<file path="config.mk">
export PLATFORM = sky130hd
export DESIGN_NAME = tpg_bank
export DESIGN_NICKNAME = d
export VERILOG_FILES = /design/src/verilog/tpg_pkg.sv /design/src/verilog/tpg_pin_if.sv /design/src/verilog/tpg_pad.sv /design/src/verilog/tpg_bank.sv
export SDC_FILE = /design/constraint.sdc
export NUM_CORES = 1
export LEC_CHECK = 0
export BUFFER_PORTS_ARGS = -buffer_cell sky130_fd_sc_hd__buf_4
export CAP_MARGIN = 30
export CORE_UTILIZATION = 40
export CTS_CLUSTER_SIZE = 30
export DETAILED_ROUTE_END_ITERATION = 7
export GPL_TIMING_DRIVEN = 0
export PLACE_DENSITY = 0.66
export SYNTH_ARGS = -nofsm -noshare
export SYNTH_HDL_FRONTEND = slang
export SYNTH_SLANG_ARGS = --single-unit
</file>
<file path="constraint.sdc">
create_clock -name clk_i -period 3.25 [get_ports clk_i]
set_input_delay 0.1625 -clock clk_i [delete_from_list [all_inputs] [get_ports clk_i]]
set_output_delay 0.1625 -clock clk_i [all_outputs]
set_load 0.005 [all_outputs]
</file>
<file path="src/verilog/tpg_pkg.sv">
// Constants for the three-port GPIO bank: register indices, resets, widths.
// Assumes AXI4-Lite with byte address = 4 * register index.
package tpg_pkg;
  localparam int unsigned NUM_PORTS = 3;
  localparam int unsigned PORT_W = 8;
  localparam int unsigned ADDR_W = 18;
  // Register indices; byte address is four times the index
  localparam logic [15:0] IDX_CFG_A = 16'h7f93;
  localparam logic [15:0] IDX_CFG_B = 16'h7f94;
  localparam logic [15:0] IDX_CFG_C = 16'h7f95;
  localparam logic [15:0] IDX_OUT_A = 16'h7f96;
  localparam logic [15:0] IDX_OUT_B = 16'h7f97;
  localparam logic [15:0] IDX_OUT_C = 16'h7f98;
  localparam logic [15:0] IDX_PIN_A = 16'h7f99;
  localparam logic [15:0] IDX_PIN_B = 16'h7f9a;
  localparam logic [15:0] IDX_PIN_C = 16'h7f9b;
  localparam logic [15:0] IDX_OE_A = 16'h7f9c;
  localparam logic [15:0] IDX_OE_B = 16'h7f9d;
  localparam logic [15:0] IDX_OE_C = 16'h7f9e;
  localparam logic [7:0] RST_OUT = 8'h00;
  localparam logic [7:0] RST_CFG = 8'h00;
  // Drive enables are undefined in the part; zero chosen so pins start as inputs
  localparam logic [7:0] RST_OE = 8'h00;
  localparam logic [1:0] RESP_OKAY = 2'b00;
  localparam logic [1:0] RESP_SLVERR = 2'b10;
  typedef enum logic [1:0] {
    TPG_KIND_CFG,
    TPG_KIND_OUT,
    TPG_KIND_PIN,
    TPG_KIND_OE
  } tpg_kind_t;
endpackage

</file>
<file path="src/verilog/tpg_pin_if.sv">
// Carrier between the bank and its pad block: per-port control and sampled level.
// Assumes one clock; the pad block owns the synchroniser.
`timescale 1ns/1ns
interface tpg_pin_if;
  logic [7:0] out_latch [3];
  logic [7:0] drive_en [3];
  logic [7:0] alt_sel [3];
  logic [7:0] level [3];
  modport bank (output out_latch, output drive_en, output alt_sel, input level);
  modport pad (input out_latch, input drive_en, input alt_sel, output level);
endinterface

</file>
<file path="src/verilog/tpg_pad.sv">
// Pad steering for 24 pins and the two-flop input synchroniser.
// Assumes alternate-function signals come from peripherals in the same clock.
`timescale 1ns/1ns
module tpg_pad (
  input wire logic clk_i,
  input wire logic resetn_i,
  tpg_pin_if.pad pins,
  input wire logic [23:0] pad_in_i,
  input wire logic [23:0] alt_out_i,
  input wire logic [23:0] alt_drive_i,
  output logic [23:0] pad_out_o,
  output logic [23:0] pad_oe_n_o,
  output logic [23:0] alt_in_o
);
  logic [23:0] sync1_q;
  logic [23:0] sync2_q;

  always_ff @(posedge clk_i or negedge resetn_i) begin
    if (!resetn_i) begin
      sync1_q <= 24'h000000;
      sync2_q <= 24'h000000;
    end else begin
      sync1_q <= pad_in_i;
      sync2_q <= sync1_q;
    end
  end

  for (genvar p = 0; p < 3; p++) begin : g_port
    assign pins.level[p] = sync2_q[p*8 +: 8];
    for (genvar b = 0; b < 8; b++) begin : g_pin
      localparam int unsigned K = p * 8 + b;
      logic sel_alt;
      assign sel_alt = pins.alt_sel[p][b];
      // latch drives only when enabled and not alternate
      assign pad_out_o[K] = sel_alt ? alt_out_i[K] : pins.out_latch[p][b];
      assign pad_oe_n_o[K] = sel_alt ? ~alt_drive_i[K] : ~pins.drive_en[p][b];
      assign alt_in_o[K] = sync2_q[K];
    end
  end
endmodule // tpg_pad

</file>
<file path="src/verilog/tpg_bank.sv">
// Three-port GPIO bank: AXI4-Lite register slave and pad steering.
// Assumes a single 25 MHz clock and asynchronous pad inputs.
`timescale 1ns/1ns
module tpg_bank (
  input wire logic clk_i,
  input wire logic resetn_i,
  input wire logic [17:0] s_axi_awaddr,
  input wire logic [2:0] s_axi_awprot,
  input wire logic s_axi_awvalid,
  output logic s_axi_awready,
  input wire logic [31:0] s_axi_wdata,
  input wire logic [3:0] s_axi_wstrb,
  input wire logic s_axi_wvalid,
  output logic s_axi_wready,
  output logic [1:0] s_axi_bresp,
  output logic s_axi_bvalid,
  input wire logic s_axi_bready,
  input wire logic [17:0] s_axi_araddr,
  input wire logic [2:0] s_axi_arprot,
  input wire logic s_axi_arvalid,
  output logic s_axi_arready,
  output logic [31:0] s_axi_rdata,
  output logic [1:0] s_axi_rresp,
  output logic s_axi_rvalid,
  input wire logic s_axi_rready,
  input wire logic [23:0] pad_in_i,
  input wire logic [23:0] alt_out_i,
  input wire logic [23:0] alt_drive_i,
  output logic [23:0] pad_out_o,
  output logic [23:0] pad_oe_n_o,
  output logic [23:0] alt_in_o
);
  tpg_pin_if pins ();

  logic [7:0] out_q [3];
  logic [7:0] oe_q [3];
  logic [7:0] cfg_q [3];
  logic aw_held_q;
  logic w_held_q;
  logic [17:0] awaddr_q;
  logic [7:0] wdata_q;
  logic wstrb0_q;
  logic bvalid_q;
  logic [1:0] bresp_q;
  logic rvalid_q;
  logic [31:0] rdata_q;
  logic [1:0] rresp_q;
  logic do_write;

  // Decode a byte address to kind and port; valid only for word-aligned mapped registers
  function automatic logic decode(input logic [17:0] addr, output tpg_pkg::tpg_kind_t kind,
                                  output logic [1:0] port);
    logic [15:0] idx;
    logic hit;
    idx = addr[17:2];
    hit = (addr[1:0] == 2'b00);
    kind = tpg_pkg::TPG_KIND_CFG;
    port = 2'd0;
    if (idx >= tpg_pkg::IDX_CFG_A && idx <= tpg_pkg::IDX_CFG_C) begin
      kind = tpg_pkg::TPG_KIND_CFG;
      port = 2'(idx - tpg_pkg::IDX_CFG_A);
    end else if (idx >= tpg_pkg::IDX_OUT_A && idx <= tpg_pkg::IDX_OUT_C) begin
      kind = tpg_pkg::TPG_KIND_OUT;
      port = 2'(idx - tpg_pkg::IDX_OUT_A);
    end else if (idx >= tpg_pkg::IDX_PIN_A && idx <= tpg_pkg::IDX_PIN_C) begin
      kind = tpg_pkg::TPG_KIND_PIN;
      port = 2'(idx - tpg_pkg::IDX_PIN_A);
    end else if (idx >= tpg_pkg::IDX_OE_A && idx <= tpg_pkg::IDX_OE_C) begin
      kind = tpg_pkg::TPG_KIND_OE;
      port = 2'(idx - tpg_pkg::IDX_OE_A);
    end else begin
      hit = 1'b0;
    end
    return hit;
  endfunction

  // Address and data are accepted independently and held until the write is done; no new ones are accepted until the response leaves
  assign s_axi_awready = !aw_held_q && !bvalid_q;
  assign s_axi_wready = !w_held_q && !bvalid_q;
  assign do_write = aw_held_q && w_held_q && !bvalid_q;

  always_ff @(posedge clk_i or negedge resetn_i) begin
    if (!resetn_i) begin
      aw_held_q <= 1'b0;
      awaddr_q <= 18'h00000;
    end else if (s_axi_awvalid && s_axi_awready) begin
      aw_held_q <= 1'b1;
      awaddr_q <= s_axi_awaddr;
    end else if (do_write) begin
      aw_held_q <= 1'b0;
    end
  end

  always_ff @(posedge clk_i or negedge resetn_i) begin
    if (!resetn_i) begin
      w_held_q <= 1'b0;
      wdata_q <= 8'h00;
      wstrb0_q <= 1'b0;
    end else if (s_axi_wvalid && s_axi_wready) begin
      w_held_q <= 1'b1;
      wdata_q <= s_axi_wdata[7:0];
      wstrb0_q <= s_axi_wstrb[0];
    end else if (do_write) begin
      w_held_q <= 1'b0;
    end
  end

  // Register writes; only byte lane 0 carries data, upper lanes are ignored
  always_ff @(posedge clk_i or negedge resetn_i) begin
    tpg_pkg::tpg_kind_t kind;
    logic [1:0] port;
    logic hit;
    if (!resetn_i) begin
      for (int i = 0; i < 3; i++) begin
        out_q[i] <= tpg_pkg::RST_OUT;
        oe_q[i] <= tpg_pkg::RST_OE;
        cfg_q[i] <= tpg_pkg::RST_CFG;
      end
    end else if (do_write && wstrb0_q) begin
      hit = decode(awaddr_q, kind, port);
      if (hit) begin
        unique case (kind)
          tpg_pkg::TPG_KIND_OUT: out_q[port] <= wdata_q;
          tpg_pkg::TPG_KIND_OE: oe_q[port] <= wdata_q;
          tpg_pkg::TPG_KIND_CFG: cfg_q[port] <= wdata_q;
          tpg_pkg::TPG_KIND_PIN: ;
        endcase
      end
    end
  end

  always_ff @(posedge clk_i or negedge resetn_i) begin
    tpg_pkg::tpg_kind_t kind;
    logic [1:0] port;
    if (!resetn_i) begin
      bvalid_q <= 1'b0;
      bresp_q <= tpg_pkg::RESP_OKAY;
    end else if (do_write) begin
      bvalid_q <= 1'b1;
      bresp_q <= decode(awaddr_q, kind, port) ? tpg_pkg::RESP_OKAY : tpg_pkg::RESP_SLVERR;
    end else if (s_axi_bready) begin
      bvalid_q <= 1'b0;
    end
  end

  assign s_axi_bvalid = bvalid_q;
  assign s_axi_bresp = bresp_q;
  assign s_axi_arready = !rvalid_q;

  // Read path; pin levels are the synchronised ones, two cycles behind the pad
  always_ff @(posedge clk_i or negedge resetn_i) begin
    tpg_pkg::tpg_kind_t kind;
    logic [1:0] port;
    logic hit;
    if (!resetn_i) begin
      rvalid_q <= 1'b0;
      rdata_q <= 32'h00000000;
      rresp_q <= tpg_pkg::RESP_OKAY;
    end else if (s_axi_arvalid && s_axi_arready) begin
      hit = decode(s_axi_araddr, kind, port);
      rvalid_q <= 1'b1;
      rdata_q <= 32'h00000000;
      rresp_q <= hit ? tpg_pkg::RESP_OKAY : tpg_pkg::RESP_SLVERR;
      if (hit) begin
        unique case (kind)
          tpg_pkg::TPG_KIND_OUT: rdata_q[7:0] <= out_q[port];
          tpg_pkg::TPG_KIND_OE: rdata_q[7:0] <= oe_q[port];
          tpg_pkg::TPG_KIND_CFG: rdata_q[7:0] <= cfg_q[port];
          tpg_pkg::TPG_KIND_PIN: rdata_q[7:0] <= pins.level[port];
        endcase
      end
    end else if (s_axi_rready) begin
      rvalid_q <= 1'b0;
    end
  end

  assign s_axi_rvalid = rvalid_q;
  assign s_axi_rdata = rdata_q;
  assign s_axi_rresp = rresp_q;

  for (genvar p = 0; p < 3; p++) begin : g_ctl
    assign pins.out_latch[p] = out_q[p];
    assign pins.drive_en[p] = oe_q[p];
    assign pins.alt_sel[p] = cfg_q[p];
  end

  tpg_pad u_pad (
    .clk_i(clk_i),
    .resetn_i(resetn_i),
    .pins(pins.pad),
    .pad_in_i(pad_in_i),
    .alt_out_i(alt_out_i),
    .alt_drive_i(alt_drive_i),
    .pad_out_o(pad_out_o),
    .pad_oe_n_o(pad_oe_n_o),
    .alt_in_o(alt_in_o)
  );
endmodule // tpg_bank

</file>
==> reports/summary.txt, run 1 <==
status -> finished, final reports clean
Setup Crit Path Kind -> reg -> reg
Setup WS post-layout -> 202 ps
post-synth cell types -> 69
YS warnings -> 0
arrival time of the worst setup path -> 3360 ps
layout cells sized above 1 -> 0.400
gp weighted congestion -> 0.858
P&R area growth vs syn -> 40.5%
row count -> 51
post-synth top area cell -> dfrtp_1
Post-synth EDFFs -> 0
Slew headroom -> 0.392
Hold Crit Start -> s_axi_awvalid
clk sinks -> 161
RSZ-0062 raised after global routing -> no
Least-Margin Pin Slew -> 907 ps
Critical Path End Type -> flop
cell count after synthesis -> 665
FF-to-FF setup slack -> 200 ps
setup violators final -> 0
post-synthesis sequential area ratio -> 0.501
iteration-0 DRC count of the detailed router -> 367
CTS Buf Count -> 17
WL final -> 23500 um
Antenna Nets Post-Route -> 0
Hold WC Path Type -> in -> reg
# H-tree levels -> 4
Hold Path Depth -> 3
Synth Cell Area -> 8040 um^2
post-synth top area share -> 0.501
CTS tree -> done
clk buf depth -> 2
drt pass-1 iters -> 4
initial antenna violation count -> 0
Core ar. -> 19600 um^2
Die H -> 144 um
Final #Nets -> 1140
GRT Overall Usage -> 0.236
die width -> 144 um
Final Power -> 5.60 mW
reg2reg path depth -> 9
clk_skew -> 9.04 ps
vias in the first global route -> 6298
reg2reg start -> awaddr_q[13]
PD cells -> 495 nW/um^2
Slew Limit Fails -> 0
CP max FO -> 8
Max Clock Freq -> 0.328 GHz
Critical Path RT -> 3570 ps
Static Leak -> 5.34 nW
max_cap viols -> 0
die area -> 20700 um^2
Area contributors post-synth -> dfrtp_1, mux2_2, mux2i_1, mux2_1, buf_4
Hold EP -> aw_held_q
#FFs+latches synth -> 161
dpl ws -> -271 ps
largest net degree at the start of global routing -> 103
Final Hold Viols -> 0
DR vias/cell -> 5.12
Mean Syn Cell Area -> 12.1 um^2
Main synth FF type -> dfrtp_1
DRC -> 0
Port Buf Inserts -> 208
first-pass GRT wire length -> 35400 um
crit start category -> flop
fill count -> 1629
Initial Util -> 0.411
# IOs -> 270
antenna cells -> 0
WL/cell -> 18.8 um
HPWL Detailed -> 16200 um
total congestion overflow -> 0
clk root buf -> clkbuf_16
Min Clock Period, post-route -> 3050 ps
Tcrit/Tclk final -> 0.938
later-pin clock latency in the skew report -> 440 ps
Peak VDD IR -> 0.432 mV
FFs w/ async S/R, synth -> 1.00
via count -> 6407
clock slew at reported path FFs -> 70 ps
Reg2Reg Capture Point -> cfg_q[23]
==> Yosys cell counts (all sizes together), types with 2 or more instances <==
cell	n
nand4	3
o22ai	8
o311ai	7
a22oi	2
a221o	9
mux2	129
a211oi	13
mux2i	47
and3b	2
a21oi	20
nand3	4
nor3	9
a211o	2
nor4	4
a31oi	9
nand4bb	2
clkbuf	7
nand3b	2
o21a	10
nor2	25
a21o	2
ha	9
nand2b	10
a21boi	7
or3	2
and3	4
or2	3
inv	10
buf	48
o211ai	2
and2	2
o21ai	19
dfrtp	161
nand2	43
o221ai	6
nor2b	6
or4b	3
==> registers in the layout, indices dropped and copies added, names as in the netlist, 8 cells and up <==
signal and cells:
u_pad.alt_in_o 24, wdata_q 8, oe_q 24, u_pad.sync1_q 24, awaddr_q 18, cfg_q 24, out_q 24, s_axi_rdata 8
==> where the power goes <==
group | internal [mW] | switching (mW) | leakage, nW | total, mW
Clock | 1.26 | 0.892 | 0.305 | 2.15
Sequential | 2.23 | 0.152 | 2.07 | 2.38
Combinational | 0.527 | 0.536 | 2.97 | 1.06
==> layer usage <==
metal / up-vias / wire [um] / GRT usage
met4: 0 / 605 / 0.0896
met2: 248 / 11300 / 0.382
met3: 40 / 1400 / 0.0513
met5: - / 0 / 0
li1: 3013 / - / -
met1: 3106 / 10200 / 0.308
==> cell usage in the layout (no fill, tap or decap), types with 9 or more instances in the layout <==
cell / instances
buf_4: 237
dfrtp_1: 161
mux2_2: 89
dlygate4sd3_1: 54
mux2i_1: 47
mux2_1: 40
nand2_1: 38
conb_1: 26
nor2_1: 23
a21oi_1: 19
clkbuf_16: 17
a211oi_1: 13
buf_1: 10
nand2b_1: 10
o21a_1: 10
o21ai_1: 9
a221o_1: 9
ha_1: 9
==> cells by family after synthesis <==
family / after synthesis / synth area share
AOI/OAI and AO/OA: 127 / 0.114
adders and majority gates: 9 / 0.0140
buffers and inverters: 66 / 0.0496
DFF: 161 / 0.501
muxes: 176 / 0.239
other: 1 / 0.000466
and+or+nand+nor: 125 / 0.0818
==> per-stage QoR <==
stage                util  hold slack (ps)  instance area (um^2)  TNS, ps  std cells
floorplan               -             -133                  8140        0        690
global placement    0.512              272                 10000    -1340       1163
detailed placement  0.514              120                 10100    -1470       1164
CTS                 0.574             76.6                 11200    -12.7       1250
global route        0.577              109                 11300        0       1252
finish              0.577             83.5                 11300        0       1252
==> layout make-up <==
type	count	area [um^2]	area share
Buffer	55	358	0.0317
Clock buffer	18	439	0.0389
Clock inverter	14	196	0.0174
Inverter	11	45.0	0.00398
Multi-Input combinational cell	463	3750	0.332
Sequential cell	161	4030	0.356
Tap cell	265	332	0.0293
Timing Repair Buffer	265	2150	0.190
==> critical path, stage by stage (launching register included) <==
cell	delay, ps
dfrtp_1	360
nand4_1	210
nor4_2	380
a31oi_1	160
nor2_2	240
mux2_1	360
mux2_2	290
nor2_2	240
nand2_2	290
mux2_1	390
==> worst max-delay path by stage <==
stage | cells after the start | slack (ps) | start | to
6_report | 9 | 200 | awaddr_q[13] | cfg_q[23]
5_1_grt | 11 | 20 | awaddr_q[2] | cfg_q[23]
4_1_cts | 9 | -10 | awaddr_q[8] | cfg_q[23]
3_5_place_dp | 15 | -270 | s_axi_araddr[2] | s_axi_rdata[0]
3_3_place_gp | 15 | -260 | s_axi_araddr[2] | s_axi_rdata[0]
2_1_floorplan | 9 | 630 | awaddr_q[8] | oe_q[16]
==> timing repair <==
| action | 4_1_cts | 5_1_grt |
|---|---|---|
| hold endpoints to repair | 112 | 0 |
| pin swaps | 0 | 1 |
| hold buffers | 54 | 0 |
| endpoints found under the setup margin | 1 | 63 |
| setup buffers | 0 | 2 |
| gates resized for setup | 0 | 13 |
No activity file was read; power rests on OpenSTA's default activity.
==> run 2: changes to the inputs <==
Settings changed: GPL_TIMING_DRIVEN 0 to default.
==> reports/summary.txt, run 2 (synthesized netlist as in run 1, its figures left out) <==
initial antenna violation count -> 0 (unchanged)
clk sinks -> 161 (unchanged)
Hold WC Path Type -> in -> reg (unchanged)
Final #Nets -> 1117 (was 1140)
clock slew at reported path FFs -> 70 ps (about the same)
# IOs -> 270 (unchanged)
Hold Path Depth -> 3 (unchanged)
part of the power in the clock network -> 0.377 (was 0.384)
HPWL Detailed -> 16300 um (was 16200 um)
commonest non-fill, non-tap cells in the layout -> buf_4, dfrtp_1, mux2_2 (unchanged)
Hold EP -> aw_held_q (unchanged)
Least-Margin Pin Slew -> 922 ps (was 907 ps)
combinational power share -> 0.157 (was 0.190)
Multi-input gate area -> 3710 um^2 (was 3750 um^2)
vias in the first global route -> 6283 (was 6298)
DRC -> 0 (unchanged)
Tcrit/Tclk final -> 0.909 (was 0.938)
Antenna Nets Post-Route -> 0 (unchanged)
drt pass-1 iters -> 4 (unchanged)
Seq pwr share -> 0.466 (was 0.426)
# H-tree levels -> 4 (unchanged)
reg2reg start -> awaddr_q[8] (was awaddr_q[13])
fill count -> 1689 (was 1629)
first-pass GRT wire length -> 35100 um (was 35400 um)
Static Leak -> 5.24 nW (was 5.34 nW)
Slew Limit Fails -> 0 (unchanged)
clk_skew -> 11.3 ps (was 9.04 ps)
Hold Crit Start -> s_axi_awvalid (unchanged)
CTS Buf Count -> 17 (unchanged)
status -> finished, final reports clean (unchanged)
P&R area growth vs syn -> 37.9% (was 40.5%)
Core ar. -> 19600 um^2 (unchanged)
hold buffer count at cts -> 54 (unchanged)
largest net degree at the start of global routing -> 82 (was 103)
total congestion overflow -> 0 (unchanged)
cells along the critical path -> or2_1, nor4_1, a31oi_1, nor2_1, mux2_1, mux2_2, nor2_1, nand2_1, buf_4, mux2_1 (was nand4_1, nor4_2, a31oi_1, nor2_2, mux2_1, mux2_2, nor2_2, nand2_2, mux2_1)
Sw Pwr -> 1.50 mW (was 1.58 mW)
Peak VDD IR -> 0.428 mV (was 0.432 mV)
Register Area -> 4030 um^2 (unchanged)
commonest non-fill, non-tap cell in the layout -> buf_4 (unchanged)
via count -> 6417 (was 6407)
PD cells -> 487 nW/um^2 (was 495 nW/um^2)
Crit-path slowest cell -> dfrtp_1 (was mux2_1)
max_cap viols -> 0 (unchanged)
row count -> 51 (unchanged)
clk buf depth -> 2 (unchanged)
layout cells sized above 1 -> 0.392 (was 0.400)
CP peak stage delay -> 410 ps (was 390 ps)
arrival time of the worst setup path -> 3260 ps (was 3360 ps)
WL final -> 23300 um (was 23500 um)
dpl ws -> 69.3 ps (was -271 ps)
Slew headroom -> 0.381 (was 0.392)
Min Clock Period, post-route -> 2950 ps (was 3050 ps)
die width -> 144 um (unchanged)
Port Buf Inserts -> 210 (was 208)
CTS resizes -> 0 (unchanged)
CP top delay family -> simple AND/OR/NAND/NOR gates (unchanged)
switch share -> 0.278 (was 0.282)
Max Clock Freq -> 0.339 GHz (was 0.328 GHz)
setup violators final -> 0 (unchanged)
Critical Path End Type -> flop (unchanged)
Final Power -> 5.41 mW (was 5.60 mW)
CP max FO -> 8 (unchanged)
reg2reg path depth -> 10 (was 9)
die area -> 20700 um^2 (unchanged)
Setup WS post-layout -> 297 ps (was 202 ps)
CTS tree -> done (unchanged)
WL/cell -> 18.9 um (was 18.8 um)
Reg2Reg Capture Point -> oe_q[16] (was cfg_q[23])
final setup TNS -> 0 ps (unchanged)
internal power -> 3.90 mW (was 4.02 mW)
iteration-0 DRC count of the detailed router -> 356 (was 367)
Initial Util -> 0.411 (unchanged)
FF-to-FF setup slack -> 300 ps (was 200 ps)
later-pin clock latency in the skew report -> 430 ps (was 440 ps)
clk root buf -> clkbuf_16 (unchanged)
Setup Crit Path Kind -> reg -> reg (unchanged)
Critical Path RT -> 3550 ps (was 3570 ps)
final core occ -> 0.566 (was 0.577)
Final Hold Viols -> 0 (unchanged)
antenna cells -> 0 (unchanged)
DR vias/cell -> 5.22 (was 5.12)
gp weighted congestion -> 0.850 (was 0.858)
WP buf/inv -> 1 (was 0)
Die H -> 144 um (unchanged)
GRT Overall Usage -> 0.232 (was 0.236)
CP startpoint -> awaddr_q[8] (was awaddr_q[13])
crit start category -> flop (unchanged)
RSZ-0062 raised after global routing -> no (unchanged)
post-CTS setup buffer count -> 0 (unchanged)
## run 2: final cells by class
class	count	area share
well taps	265	0.0299
clock buffers	19	0.0408
multi-input cells	463	0.334
flip-flops and latches	161	0.363
repair buffers	297	0.215
clock inverters	13	0.0135
inverters	11	0.00372
## run 2: worst reg2reg max path: stages, from the launching register on
cell and delay (ps):
dfrtp_1 410, or2_1 250, nor4_1 300, a31oi_1 140
nor2_1 310, mux2_1 370, mux2_2 280, nor2_1 170
nand2_1 70, buf_4 200, mux2_1 330
## run 2: worst max-delay path by stage
stage	end	slack [ps]	cells after the start
global placement	s_axi_rdata[0]	150	13
detailed placement	s_axi_rdata[0]	70	13
CTS	oe_q[16]	310	10
finish	oe_q[16]	300	10
global route	oe_q[16]	160	10
floorplan	oe_q[16]	630	9
## run 2: through the flow
stage,hold WS (ps),area (um^2),std cells
2_1_floorplan,-133,8140,690
3_3_place_gp,263,9950,1143
3_5_place_dp,258,9950,1143
4_1_cts,94.4,11100,1229
5_1_grt,146,11100,1229
6_report,96.9,11100,1229
## run 2: power groups by stage
stage	Clock, mW	Sequential, mW	Combinational, mW
final	2.04	2.52	0.848
after detailed placement	0	2.55	0.791
after CTS	2.06	2.51	0.847
after global routing	2.14	2.56	0.941
after global placement	0	2.54	0.773
after floorplan	0	2.38	0.597
## run 2: layer usage
| metal | GRT usage | vias to the layer above | share of wire |
|---|---|---|---|
| met5 | 0 | - | 0 |
| met4 | 0.0767 | 0 | 0.018 |
| met3 | 0.0536 | 29 | 0.070 |
| met2 | 0.375 | 241 | 0.47 |
| met1 | 0.307 | 3169 | 0.44 |
| li1 | - | 2978 | - |
